$ cat src/hrsb_defines.svh
`ifndef HRSB_DEFINES_SVH
`define HRSB_DEFINES_SVH

// APB register byte offsets.
`define HRSB_ADDR_CTRL      12'h000
`define HRSB_ADDR_STATUS    12'h004
`define HRSB_ADDR_OUT_LO    12'h008
`define HRSB_ADDR_OUT_HI    12'h00c
`define HRSB_ADDR_IN_LO     12'h010
`define HRSB_ADDR_IN_HI     12'h014
`define HRSB_ADDR_IRQ_STAT  12'h018
`define HRSB_ADDR_IRQ_MASK  12'h01c
`define HRSB_ADDR_BUTTONS   12'h020

// Control register fields.
`define HRSB_CTRL_START     0
`define HRSB_CTRL_WAKE_EN   1
`define HRSB_CTRL_SUSPEND   2

// Output report control byte fields.
`define HRSB_FLAG_INHIBIT   7
`define HRSB_CNT_MSB        2

// Interrupt status bits.
`define HRSB_IRQ_DONE       0
`define HRSB_IRQ_WAKE       1
`define HRSB_IRQ_SENSOR     2
`define HRSB_IRQ_BUTTON     3
`define HRSB_IRQ_W          4

// Timing.
`define HRSB_CLK_HZ         20000000
`define HRSB_SCK_HALF       8'd4
`define HRSB_POLL_US        8000
`define HRSB_POLL_CYC       ((`HRSB_CLK_HZ / 1000000) * `HRSB_POLL_US)
`define HRSB_WAKE_US        10000
`define HRSB_WAKE_CYC       ((`HRSB_CLK_HZ / 1000000) * `HRSB_WAKE_US)
`define HRSB_POLL_LEN       3'd7
`define HRSB_POLL_CMD       8'h82

`endif

$ cat src/hrsb_pkg.sv
package hrsb_pkg;
    typedef enum logic [2:0] {
        ST_IDLE,
        ST_SEL,
        ST_LOW,
        ST_HIGH,
        ST_DONE
    } hrsb_spi_state_type;
    typedef enum logic [1:0] {
        WK_IDLE,
        WK_SIGNAL,
        WK_WAIT
    } hrsb_wake_state_type;
endpackage

$ cat src/hrsb_bridge.sv
// The APB interface to the registers and the register addresses were left to the implementer.
`timescale 1ns/1ps
`include "hrsb_defines.svh"

// Functional notes
// - Output report byte 0 bit 7 set stops periodic joystick sampling.
// - Byte 0 bits 2..0 give length 0..7; bits 6..3 sent as zero.
// - Output report: control byte then seven payload bytes for the sensor.
// - Each byte sent captures one byte received at the same time.
// - Input report: received count in byte 0, received bytes 1..7.
// - Write-only transactions still return an input report with the count.
// - Interface 0 carries joystick data, interface 1 the sensor reports.
// - Button becoming active raises remote wake-up to a suspended host.
// - Sensor interrupt assertion also raises remote wake-up.
// - Sensor select is open drain and frames each serial exchange.
// - Sensor interrupt input is monitored as a wake source.
// - Buttons are active low; pressed while input held low.
module hrsb_bridge
    import hrsb_pkg::*;
#(
    parameter int POLL_CYC = `HRSB_POLL_CYC,
    parameter int WAKE_CYC = `HRSB_WAKE_CYC
)
(
    input  wire logic        clk_i,
    input  wire logic        reset_i,
    input  wire logic        psel_i,
    input  wire logic        penable_i,
    input  wire logic        pwrite_i,
    input  wire logic [11:0] paddr_i,
    input  wire logic [31:0] pwdata_i,
    output logic [31:0]      prdata_o,
    output logic             pready_o,
    output logic             pslverr_o,
    input  wire logic [7:0]  button_inputs_n_i,
    input  wire logic        sensor_int_i,
    input  wire logic        miso_i,
    output logic             sck_o,
    output logic             mosi_o,
    output logic             sensor_sel_n_o,
    output logic             sensor_sel_oe_o,
    output logic             remote_wake_o,
    output logic             joy_valid_o,
    output logic [55:0]      joy_data_o,
    output logic             irq_o
);
    // ***************************************************************
    // Pin synchronisers.
    // ***************************************************************
    logic [7:0] btn_s1_reg, btn_s2_reg, btn_prev_reg;
    logic       int_s1_reg, int_s2_reg, int_prev_reg;

    always_ff @(posedge clk_i) begin
        if (reset_i) begin
            btn_s1_reg   <= 8'hff;
            btn_s2_reg   <= 8'hff;
            btn_prev_reg <= 8'hff;
            int_s1_reg   <= 1'b0;
            int_s2_reg   <= 1'b0;
            int_prev_reg <= 1'b0;
        end else begin
            btn_s1_reg   <= button_inputs_n_i;
            btn_s2_reg   <= btn_s1_reg;
            btn_prev_reg <= btn_s2_reg;
            int_s1_reg   <= sensor_int_i;
            int_s2_reg   <= int_s1_reg;
            int_prev_reg <= int_s2_reg;
        end
    end

    logic [7:0] btn_press;
    logic       int_rise;
    assign btn_press = btn_prev_reg & ~btn_s2_reg;
    assign int_rise  = int_s2_reg & ~int_prev_reg;

    // ***************************************************************
    // Register file and report sequencing.
    // ***************************************************************
    logic        spi_start;
    logic [2:0]  spi_count;
    logic [55:0] spi_tx;
    logic        spi_busy, spi_done;
    logic [55:0] spi_rx;

    logic [63:0] out_rep_reg, out_rep_next;
    logic [63:0] in_rep_reg, in_rep_next;
    logic        inhibit_reg, inhibit_next;
    logic        wake_en_reg, wake_en_next;
    logic        suspend_reg, suspend_next;
    logic        pend_reg, pend_next;
    logic        joy_txn_reg, joy_txn_next;
    logic        rep_txn_reg, rep_txn_next;
    logic [3:0]  irq_stat_reg, irq_stat_next;
    logic [3:0]  irq_mask_reg, irq_mask_next;
    logic [31:0] poll_cnt_reg, poll_cnt_next;
    logic [31:0] rdata_next;
    logic        wake_event;
    logic        wake_issue;
    logic        acc;
    logic        wr;

    logic [55:0] pay_tx;
    for (genvar gi = 0; gi < 7; gi++) begin : g_pay
        assign pay_tx[55 - 8 * gi -: 8] = out_rep_reg[8 * gi + 8 +: 8];
    end
    assign acc = psel_i && penable_i;
    assign wr  = acc && pwrite_i;

    always_comb begin
        out_rep_next  = out_rep_reg;
        in_rep_next   = in_rep_reg;
        inhibit_next  = inhibit_reg;
        wake_en_next  = wake_en_reg;
        suspend_next  = suspend_reg;
        pend_next     = pend_reg;
        joy_txn_next  = joy_txn_reg;
        rep_txn_next  = rep_txn_reg;
        irq_mask_next = irq_mask_reg;
        irq_stat_next = irq_stat_reg;
        poll_cnt_next = poll_cnt_reg;
        spi_start     = 1'b0;
        spi_count     = 3'd0;
        spi_tx        = '0;
        rdata_next    = 32'h0000_0000;
        if (wr) begin
            case (paddr_i)
                `HRSB_ADDR_CTRL: begin
                    wake_en_next = pwdata_i[`HRSB_CTRL_WAKE_EN];
                    suspend_next = pwdata_i[`HRSB_CTRL_SUSPEND];
                    if (pwdata_i[`HRSB_CTRL_START]) begin
                        pend_next = 1'b1;
                    end
                end
                `HRSB_ADDR_OUT_LO: out_rep_next[31:0]  = pwdata_i;
                `HRSB_ADDR_OUT_HI: out_rep_next[63:32] = pwdata_i;
                `HRSB_ADDR_IRQ_STAT: irq_stat_next = irq_stat_reg & ~pwdata_i[3:0];
                `HRSB_ADDR_IRQ_MASK: irq_mask_next = pwdata_i[3:0];
                default: begin
                end
            endcase
        end
        if (psel_i && !pwrite_i) begin
            case (paddr_i)
                `HRSB_ADDR_CTRL: rdata_next = {29'h0, suspend_reg, wake_en_reg, pend_reg};
                `HRSB_ADDR_STATUS: rdata_next = {29'h0, inhibit_reg, rep_txn_reg, spi_busy};
                `HRSB_ADDR_OUT_LO: rdata_next = out_rep_reg[31:0];
                `HRSB_ADDR_OUT_HI: rdata_next = out_rep_reg[63:32];
                `HRSB_ADDR_IN_LO: rdata_next = in_rep_reg[31:0];
                `HRSB_ADDR_IN_HI: rdata_next = in_rep_reg[63:32];
                `HRSB_ADDR_IRQ_STAT: rdata_next = {28'h0, irq_stat_reg};
                `HRSB_ADDR_IRQ_MASK: rdata_next = {28'h0, irq_mask_reg};
                `HRSB_ADDR_BUTTONS: rdata_next = {24'h0, ~btn_s2_reg};
                default: rdata_next = 32'h0000_0000;
            endcase
        end
        if (!inhibit_reg && poll_cnt_reg != 32'd0) begin
            poll_cnt_next = poll_cnt_reg - 32'd1;
        end
        if (!spi_busy && !joy_txn_reg && !rep_txn_reg) begin
            if (pend_reg) begin
                pend_next    = 1'b0;
                inhibit_next = out_rep_reg[`HRSB_FLAG_INHIBIT];
                spi_count    = out_rep_reg[`HRSB_CNT_MSB:0];
                spi_tx       = pay_tx;
                spi_start    = 1'b1;
                rep_txn_next = 1'b1;
            end else if (!inhibit_reg && poll_cnt_reg == 32'd0) begin
                poll_cnt_next = POLL_CYC;
                spi_count     = `HRSB_POLL_LEN;
                spi_tx        = {`HRSB_POLL_CMD, 48'h0};
                spi_start     = 1'b1;
                joy_txn_next  = 1'b1;
            end
        end
        if (spi_done && rep_txn_reg) begin
            rep_txn_next = 1'b0;
            in_rep_next  = {spi_rx, 5'h00, out_rep_reg[`HRSB_CNT_MSB:0]};
            irq_stat_next[`HRSB_IRQ_DONE] = 1'b1;
        end
        if (spi_done && joy_txn_reg) begin
            joy_txn_next = 1'b0;
        end
        if (wake_issue) begin
            irq_stat_next[`HRSB_IRQ_WAKE] = 1'b1;
        end
        if (int_rise) begin
            irq_stat_next[`HRSB_IRQ_SENSOR] = 1'b1;
        end
        if (|btn_press) begin
            irq_stat_next[`HRSB_IRQ_BUTTON] = 1'b1;
        end
    end

    always_ff @(posedge clk_i) begin
        if (reset_i) begin
            out_rep_reg  <= '0;
            in_rep_reg   <= '0;
            inhibit_reg  <= 1'b0;
            wake_en_reg  <= 1'b0;
            suspend_reg  <= 1'b0;
            pend_reg     <= 1'b0;
            joy_txn_reg  <= 1'b0;
            rep_txn_reg  <= 1'b0;
            irq_stat_reg <= 4'h0;
            irq_mask_reg <= 4'h0;
            poll_cnt_reg <= 32'd0;
            prdata_o     <= 32'h0000_0000;
            pready_o     <= 1'b0;
            pslverr_o    <= 1'b0;
            irq_o        <= 1'b0;
            joy_valid_o  <= 1'b0;
            joy_data_o   <= '0;
        end else begin
            out_rep_reg  <= out_rep_next;
            in_rep_reg   <= in_rep_next;
            inhibit_reg  <= inhibit_next;
            wake_en_reg  <= wake_en_next;
            suspend_reg  <= suspend_next;
            pend_reg     <= pend_next;
            joy_txn_reg  <= joy_txn_next;
            rep_txn_reg  <= rep_txn_next;
            irq_stat_reg <= irq_stat_next;
            irq_mask_reg <= irq_mask_next;
            poll_cnt_reg <= poll_cnt_next;
            prdata_o     <= rdata_next;
            pready_o     <= psel_i && !pready_o;
            pslverr_o    <= 1'b0;
            irq_o        <= |(irq_stat_next & irq_mask_next);
            joy_valid_o  <= spi_done && joy_txn_reg;
            if (spi_done && joy_txn_reg) begin
                joy_data_o <= spi_rx;
            end
        end
    end

    // ***************************************************************
    // Remote wake-up signalling.
    // ***************************************************************
    hrsb_wake_state_type wk_state_reg, wk_state_next;
    logic [31:0]         wk_cnt_reg, wk_cnt_next;

    assign wake_event = (|btn_press) || int_rise;
    assign wake_issue = (wk_state_reg == WK_IDLE) && wake_event
                        && wake_en_reg && suspend_reg;

    always_comb begin
        wk_state_next = wk_state_reg;
        wk_cnt_next   = wk_cnt_reg;
        case (wk_state_reg)
            WK_IDLE: begin
                if (wake_issue) begin
                    wk_cnt_next   = WAKE_CYC;
                    wk_state_next = WK_SIGNAL;
                end
            end
            WK_SIGNAL: begin
                wk_cnt_next = wk_cnt_reg - 32'd1;
                if (wk_cnt_reg == 32'd1) begin
                    wk_state_next = WK_WAIT;
                end
            end
            WK_WAIT: begin
                if (!suspend_reg) begin
                    wk_state_next = WK_IDLE;
                end
            end
            default: begin
                wk_state_next = WK_IDLE;
            end
        endcase
    end

    always_ff @(posedge clk_i) begin
        if (reset_i) begin
            wk_state_reg  <= WK_IDLE;
            wk_cnt_reg    <= 32'd0;
            remote_wake_o <= 1'b0;
        end else begin
            wk_state_reg  <= wk_state_next;
            wk_cnt_reg    <= wk_cnt_next;
            remote_wake_o <= (wk_state_next == WK_SIGNAL);
        end
    end

    // ***************************************************************
    // Serial engine; select pulls low only while enabled.
    // ***************************************************************
    logic sel_oe;

    hrsb_spi_engine u_spi (
        .clk_i   (clk_i),
        .reset_i (reset_i),
        .start_i (spi_start),
        .count_i (spi_count),
        .tx_i    (spi_tx),
        .miso_i  (miso_i),
        .sck_o   (sck_o),
        .mosi_o  (mosi_o),
        .cs_oe_o (sel_oe),
        .busy_o  (spi_busy),
        .done_o  (spi_done),
        .rx_o    (spi_rx)
    );

    assign sensor_sel_n_o  = 1'b0;
    assign sensor_sel_oe_o = sel_oe;
endmodule

$ cat src/hrsb_spi_engine.sv
`timescale 1ns/1ps
`include "hrsb_defines.svh"

// ***************************************************************
// Full-duplex byte shifter, mode 0, select held over a whole burst.
// ***************************************************************
module hrsb_spi_engine
    import hrsb_pkg::*;
(
    input  wire logic        clk_i,
    input  wire logic        reset_i,
    input  wire logic        start_i,
    input  wire logic [2:0]  count_i,
    input  wire logic [55:0] tx_i,
    input  wire logic        miso_i,
    output logic             sck_o,
    output logic             mosi_o,
    output logic             cs_oe_o,
    output logic             busy_o,
    output logic             done_o,
    output logic [55:0]      rx_o
);
    hrsb_spi_state_type state_reg, state_next;
    logic [7:0]  div_reg, div_next;
    logic [2:0]  bit_reg, bit_next;
    logic [2:0]  byte_reg, byte_next;
    logic [2:0]  cnt_reg, cnt_next;
    logic [55:0] tx_reg, tx_next;
    logic [55:0] rx_reg, rx_next;
    logic        miso_s1_reg, miso_s2_reg;

    always_comb begin
        state_next = state_reg;
        div_next   = div_reg;
        bit_next   = bit_reg;
        byte_next  = byte_reg;
        cnt_next   = cnt_reg;
        tx_next    = tx_reg;
        rx_next    = rx_reg;
        case (state_reg)
            ST_IDLE: begin
                if (start_i) begin
                    cnt_next   = count_i;
                    tx_next    = tx_i;
                    rx_next    = '0;
                    bit_next   = 3'd0;
                    byte_next  = 3'd0;
                    div_next   = 8'd0;
                    state_next = (count_i == 3'd0) ? ST_DONE : ST_SEL;
                end
            end
            ST_SEL: begin
                div_next = div_reg + 8'd1;
                if (div_reg == `HRSB_SCK_HALF) begin
                    div_next   = 8'd0;
                    state_next = ST_LOW;
                end
            end
            ST_LOW: begin
                div_next = div_reg + 8'd1;
                if (div_reg == `HRSB_SCK_HALF) begin
                    div_next   = 8'd0;
                    rx_next[{byte_reg, ~bit_reg}] = miso_s2_reg;
                    state_next = ST_HIGH;
                end
            end
            ST_HIGH: begin
                div_next = div_reg + 8'd1;
                if (div_reg == `HRSB_SCK_HALF) begin
                    div_next   = 8'd0;
                    tx_next    = {tx_reg[54:0], 1'b0};
                    bit_next   = bit_reg + 3'd1;
                    state_next = ST_LOW;
                    if (bit_reg == 3'd7) begin
                        byte_next = byte_reg + 3'd1;
                        if (byte_reg + 3'd1 == cnt_reg) begin
                            state_next = ST_DONE;
                        end
                    end
                end
            end
            ST_DONE: begin
                state_next = ST_IDLE;
            end
            default: begin
                state_next = ST_IDLE;
            end
        endcase
    end

    always_ff @(posedge clk_i) begin
        if (reset_i) begin
            state_reg   <= ST_IDLE;
            div_reg     <= 8'd0;
            bit_reg     <= 3'd0;
            byte_reg    <= 3'd0;
            cnt_reg     <= 3'd0;
            tx_reg      <= '0;
            rx_reg      <= '0;
            miso_s1_reg <= 1'b0;
            miso_s2_reg <= 1'b0;
            sck_o       <= 1'b0;
            mosi_o      <= 1'b0;
            cs_oe_o     <= 1'b0;
            busy_o      <= 1'b0;
            done_o      <= 1'b0;
            rx_o        <= '0;
        end else begin
            state_reg   <= state_next;
            div_reg     <= div_next;
            bit_reg     <= bit_next;
            byte_reg    <= byte_next;
            cnt_reg     <= cnt_next;
            tx_reg      <= tx_next;
            rx_reg      <= rx_next;
            miso_s1_reg <= miso_i;
            miso_s2_reg <= miso_s1_reg;
            sck_o       <= (state_next == ST_HIGH);
            mosi_o      <= tx_next[55];
            cs_oe_o     <= (state_next == ST_SEL) || (state_next == ST_LOW)
                           || (state_next == ST_HIGH);
            busy_o      <= (state_next != ST_IDLE);
            done_o      <= (state_reg == ST_DONE);
            if (state_reg == ST_DONE) begin
                rx_o <= rx_reg;
            end
        end
    end
endmodule

$ cat config.mk
export PLATFORM = sky130hd
export DESIGN_NAME = hrsb_bridge
export DESIGN_NICKNAME = d
export VERILOG_FILES = /design/src/hrsb_pkg.sv /design/src/hrsb_bridge.sv /design/src/hrsb_spi_engine.sv
export VERILOG_INCLUDE_DIRS = /design/src /design/src/src
export SDC_FILE = /design/constraint.sdc
export NUM_CORES = 1
export LEC_CHECK = 0
export BUFFER_PORTS_ARGS = -buffer_cell sky130_fd_sc_hd__buf_2
export CORE_MARGIN = 2
export CORE_UTILIZATION = 45
export DETAILED_ROUTE_END_ITERATION = 7
export RECOVER_POWER = 50
export SLEW_MARGIN = 20
export SYNTH_ARGS = -nofsm -noshare
export SYNTH_HDL_FRONTEND = slang
export SYNTH_SLANG_ARGS = --single-unit
$ cat constraint.sdc
create_clock -name clk_i -period 2.9 [get_ports clk_i]
set_input_delay 0.435 -clock clk_i [delete_from_list [all_inputs] [get_ports clk_i]]
set_output_delay 0.435 -clock clk_i [all_outputs]
set_load 0.03 [all_outputs]
* After elaboration in Yosys (flattened, before gate mapping)
Cells that the tools add are included.
** Storage, ports and cells
- Bits in registers :: 516
- Input bits :: 59
- Output and inout bits :: 97
- Logic and storage cells :: 195
** Operators by class
- Add/sub/neg operators :: 5
- Order comparisons :: 2
- Equal/unequal tests :: 27
- Multiplexer cells :: 59
- Bitwise gates (word level) :: 10
- Reductions and logical operators :: 51
** Operators by type and width (count)
- $mux W56 :: 7
- $pmux W32 S9 :: 1
- $pmux W56 S2 :: 2
- $mux W32 :: 5
- $pmux W32 S2 :: 1
- $sub A32 B1 Y32 const B :: 2
- $bwmux W56 :: 1
- $eq A12 B5 Y1 const B :: 4
- $mux W3 :: 14
- $eq A32 B1 Y1 const B :: 1
- $logic_not A32 Y1 :: 1
- $reduce_bool A32 Y1 :: 1
- $eq A12 B4 Y1 const B :: 2
- $mux W4 :: 4
- $mux W8 :: 2
- $pmux W8 S2 :: 1
- $logic_and A1 B1 Y1 :: 14
- $reduce_and A2 Y1 :: 7
- $mux W1 :: 13
- $eq A12 B3 Y1 const B :: 1
- $eq A12 B6 Y1 const B :: 1
- $eq A3 B2 Y1 const B :: 4
- $logic_not A12 Y1 :: 1
- $pmux W3 S2 :: 2
- 35 further kinds :: 62

* Depth between registers and ports, before layout
- Word-level depth :: 12
- Gate-level depth with buffers :: 11
- Mapped depth without buffers :: 8

* By module
From an unflattened synthesis, not the netlist that was laid out.
** Unflattened totals
- Cells, all modules :: 2515
- Area, all modules :: 20792.4 sq um
** Modules (own cells, without submodules)
- hrsb_bridge :: times used 1, cells each 1481, area each 12722.2 sq um, seq. area each 6446.2 sq um
- hrsb_spi_engine :: times used 1, cells each 1034, area each 8070.2 sq um, seq. area each 3883.7 sq um

* Least setup slack after synthesis
Ideal clock, no wire load.
- Path type :: register -> register
- From :: register poll_cnt_reg[18]
- To :: register u_spi.tx_reg[39]
- Setup time :: 0.132 ns
- Arrival time :: 2.505 ns
- Data required time :: 2.768 ns
- Path slack :: 0.263 ns
- Cell stages (with the launch flop) :: 9
- Path buffers :: 2
- Period minus slack after synthesis :: 2.637 ns
- Path through :: dfxtp_1 > or4_4 > or4_4 > nor4_4 > a211oi_2 > buf_6 > buf_6 > a221oi_2 > nor3_1
** Between the ends
- Cells in the longest elaborated chain, start to end :: 7
** RTL lines
- start: declaration :: line hrsb_bridge.sv:95 : logic [31:0] poll_cnt_reg, poll_cnt_next;
- start signal: assignment :: line hrsb_bridge.sv:224 : poll_cnt_reg <= poll_cnt_next;
- $logic_not A32 Y1 :: line hrsb_bridge.sv:167 : end else if (!inhibit_reg && poll_cnt_reg == 32'd0) begin
- $logic_and A1 B1 Y1 :: line hrsb_bridge.sv:167
- $mux W1 :: line hrsb_bridge.sv:167
- $mux W1 :: line hrsb_bridge.sv:160 : if (pend_reg) begin
- $mux W1 :: line hrsb_bridge.sv:159 : if (!spi_busy && !joy_txn_reg && !rep_txn_reg) begin
- $ne A2 B2 Y1 (no source line)
- $reduce_and A3 Y1 (no source line)
- end signal: assignment :: line hrsb_spi_engine.sv:114 : tx_reg <= tx_next;
- end: declaration :: line hrsb_spi_engine.sv:28 : logic [55:0] tx_reg, tx_next;
No other way between the ends.
A chain may end at the register's enable or synchronous reset.

* Worst setup path in the final report
- From :: register poll_cnt_reg[25]
- To :: register u_spi.tx_reg[24]
Same word-level chain as after synthesis.

==> impl_metrics.json <==
{
  "rows": 77,
  "relSlewSlack_pct": -26.78,
  "grt_first_pass_wirelength_um": 91850,
  "netlist.area_leader.share_pct": 51.35,
  "cts.path.max_buffers": 3,
  "synth_flop_cell": "dfxtp_1",
  "cp-start-kind": "flop",
  "globalplace.congestion": 0.8791,
  "setup-violations-final": 0,
  "worstPathRequired_ns": 3.36,
  "drt-wirelength-per-cell_um": 19.02,
  "route.met2.wl_um": 25470,
  "root_buffer": "clkbuf_16",
  "highest_layer": "met4",
  "holdPathEnd": "u_spi.miso_s1_reg$_SDFF_PP0_",
  "drtIter0Drc": 1476,
  "synth_warnings": 0,
  "synth-seq-area-share_pct": 51.35,
  "yosysMostFrequentCell": "dfxtp_1",
  "hold_violations": 0,
  "grt_overflow": 0,
  "final_cells": 3053,
  "rr_worst_depth": 8,
  "n_antenna_cell": 0,
  "run_status": "finished with violations",
  "port_buffers": 153,
  "ys_top_cells_by_count": "dfxtp_1 (516), nand2_1 (424), a21oi_1 (286), nor2_1 (165), clkbuf_1 (148)",
  "core_um2": 44120,
  "largest_register_ffs": 64,
  "final_antenna_net_count": 0,
  "grt.total_usage_pct": 24.58,
  "hpwl_um": 38900,
  "first_pass_iters": 5,
  "grt_max_degree": 126,
  "crit_arrival_ns": 3.19,
  "period_needed_ns": 2.727,
  "vias_per_cell": 5.688,
  "power_density_nw_per_um2": 826.2,
  "setup_tns_ns": 0,
  "die_height_um": 215.4,
  "avgSynthCellArea_um2": 8.724,
  "cts_buffers": 52,
  "pre_cts_slack_ns": 0.08365,
  "synthTopCellsByArea": "dfxtp_1 (51%), nand2_1 (7.9%), a21oi_1 (7.1%)",
  "antenna_found_initial": 0,
  "report.final.slew_viol_count": 133,
  "synth_edf_count": 0,
  "path_clk_slew_ns": 0.06,
  "r2r_start": "poll_cnt_reg[25]$_SDFF_PP0_",
  "failed_checks": "max-capacitance violations, max-slew violations",
  "min_period_over_period_pct": 94.02,
  "cts_tree": "built",
  "synth.cell_area_um2": 20120,
  "wl_met3_um": 3789,
  "startpoint": "poll_cnt_reg[25]$_SDFF_PP0_",
  "worstSetupEndpointType": "flop",
  "synth_cells": 2306,
  "synth_seq_cells": 516,
  "clk_latency_ns": 0.61,
  "fin_ws_ns": 0.1734,
  "syn_to_final_growth_pct": 16.78,
  "ir_drop_mv": 0.7109,
  "wl_met1_um": 27210,
  "synth_cell_types": 73,
  "htree_num_levels": 2,
  "vias": 17360,
  "min_path_type": "in2reg",
  "max-cap-violations": 3,
  "worstHoldPathCells": 2,
  "hold_start": "miso_i",
  "async_flop_share_pct": 0,
  "clock.fmax_ghz": 0.3668,
  "drc": 0,
  "cts_sinks": 516,
  "crit_type": "reg2reg",
  "final_nets": 2487,
  "path_max_fanout": 13,
  "die_area_um2": 46410,
  "die_w_um": 215.4,
  "start_util_pct": 45.59,
  "drive_gt1_share_pct": 12.11,
  "postRouteWirelength_um": 58060,
  "reg2reg_slack_ns": 0.17,
  "io_pins": 156,
  "worst_r2r_endpoint": "u_spi.tx_reg[24]$_SDFFE_PP0P_",
  "power.leakage_nw": 8.221,
  "worst_pin_slew_ns": 1.897,
  "dp.cells": 2948,
  "yosys.area.top_type": "dfxtp_1",
  "rsz0062_at_grt": "no",
  "skew_ns": 0.02209,
  "grt_pass1_vias": 16470
}
worst max-delay path: stages, from the launching register on:
cell      delay, ns
dfxtp_1        0.33
or4_4          0.58
or4_1          0.60
nor4_4         0.23
buf_4          0.18
a211oi_4       0.09
buf_4          0.24
a221oi_1       0.25
nor3_1         0.08
cell usage in the layout (no fill, tap or decap), drive strengths merged, types with 6 or more instances in the layout:
cell         synthesis  routed
o211ai               6       6
nor4                27      27
nand2              425     425
a22oi               56      56
dfxtp              516     516
ha                   9       9
nand4               39      39
nand2b              10      10
clkbuf             148     172
and3                 9       9
nor2               165     165
o31ai               27      27
a211oi              10      10
bufinv               0       7
dlygate4sd3          0       8
o311ai               7       7
nor2b               15      15
buf                 28     124
xor2                10      10
or2                 42      42
nor3                93      93
inv                 19      22
a221oi              57      57
a21oi              286     286
or3                 29      29
mux2                 6       6
a22o                56      56
nand3b               6       6
clkinv               0      15
o21ai               13      13
nand3               44      44
xnor2               33      33
and2                 7       7
mux2i               32      32
or4                 22      22
layout make-up:
| class | count | area (um2) |
|---|---|---|
| Clock buffer | 70 | 1449 |
| Tap cell | 592 | 740.7 |
| Multi-Input combinational cell | 1596 | 9094 |
| Timing Repair Buffer | 234 | 1456 |
| Fill cell | 4274 | 20630 |
| Inverter | 19 | 71.32 |
| Clock inverter | 26 | 351.6 |
| Sequential cell | 516 | 10330 |
layer usage:
metal  vias up  GRT usage (%)
met2       535          37.44
met5         -              0
met3        96          4.863
li1       8399              -
met1      8334          35.19
met4         0          7.448
through the flow:
step / area [um2] / total power [W] / util (%) / hold slack, ns
floorplan: 20120 / 0.01128 / - / 0.3895
global placement: 21760 / 0.01227 / 49.31 / 0.4014
detailed placement: 21760 / 0.01239 / 49.31 / 0.3990
CTS: 23640 / 0.01948 / 53.58 / 0.03816
global route: 23490 / 0.02037 / 53.24 / 0.06113
finish: 23490 / 0.01941 / 53.24 / 0.05678
how the worst max path moves through the flow:
stage / slack, ns / end
floorplan: 0.26 / u_spi.tx_reg[39]$_SDFFE_PP0P_
global placement: 0.13 / prdata_o[21]$_SDFF_PP0_
detailed placement: 0.08 / u_spi.tx_reg[24]$_SDFFE_PP0P_
CTS: 0.05 / u_spi.tx_reg[24]$_SDFFE_PP0P_
global route: 0.02 / u_spi.tx_reg[24]$_SDFFE_PP0P_
finish: 0.17 / u_spi.tx_reg[24]$_SDFFE_PP0P_
report_power, final:
group | total, W | switching [W] | internal (W)
logic | 0.00405 | 0.00233 | 0.00173
registers | 0.00828 | 0.000516 | 0.00776
clock network | 0.00708 | 0.00293 | 0.00415
total | 0.0194 | 0.00577 | 0.0136
cell families (layout without fill, tap and decap cells):
group	Yosys count	after routing	synth area share, %
adders and majority gates	9	9	0.5598
AOI/OAI and AO/OA	549	549	17.94
buffers and inverters	195	349	3.844
DFF	516	516	51.35
and+or+nand+nor	951	951	22.04
muxes	41	41	2.264
other	1	2	0.01864
xor gates and xnor gates	44	44	1.984
repair_timing:
item                                    CTS  global route
resized for setup                         0             3
hold buffers                              8             0
setup buffers                             0             1
endpoints found under the setup margin    0            12
hold endpoints to repair                  8             0
Power figures use the tool's default switching activity.
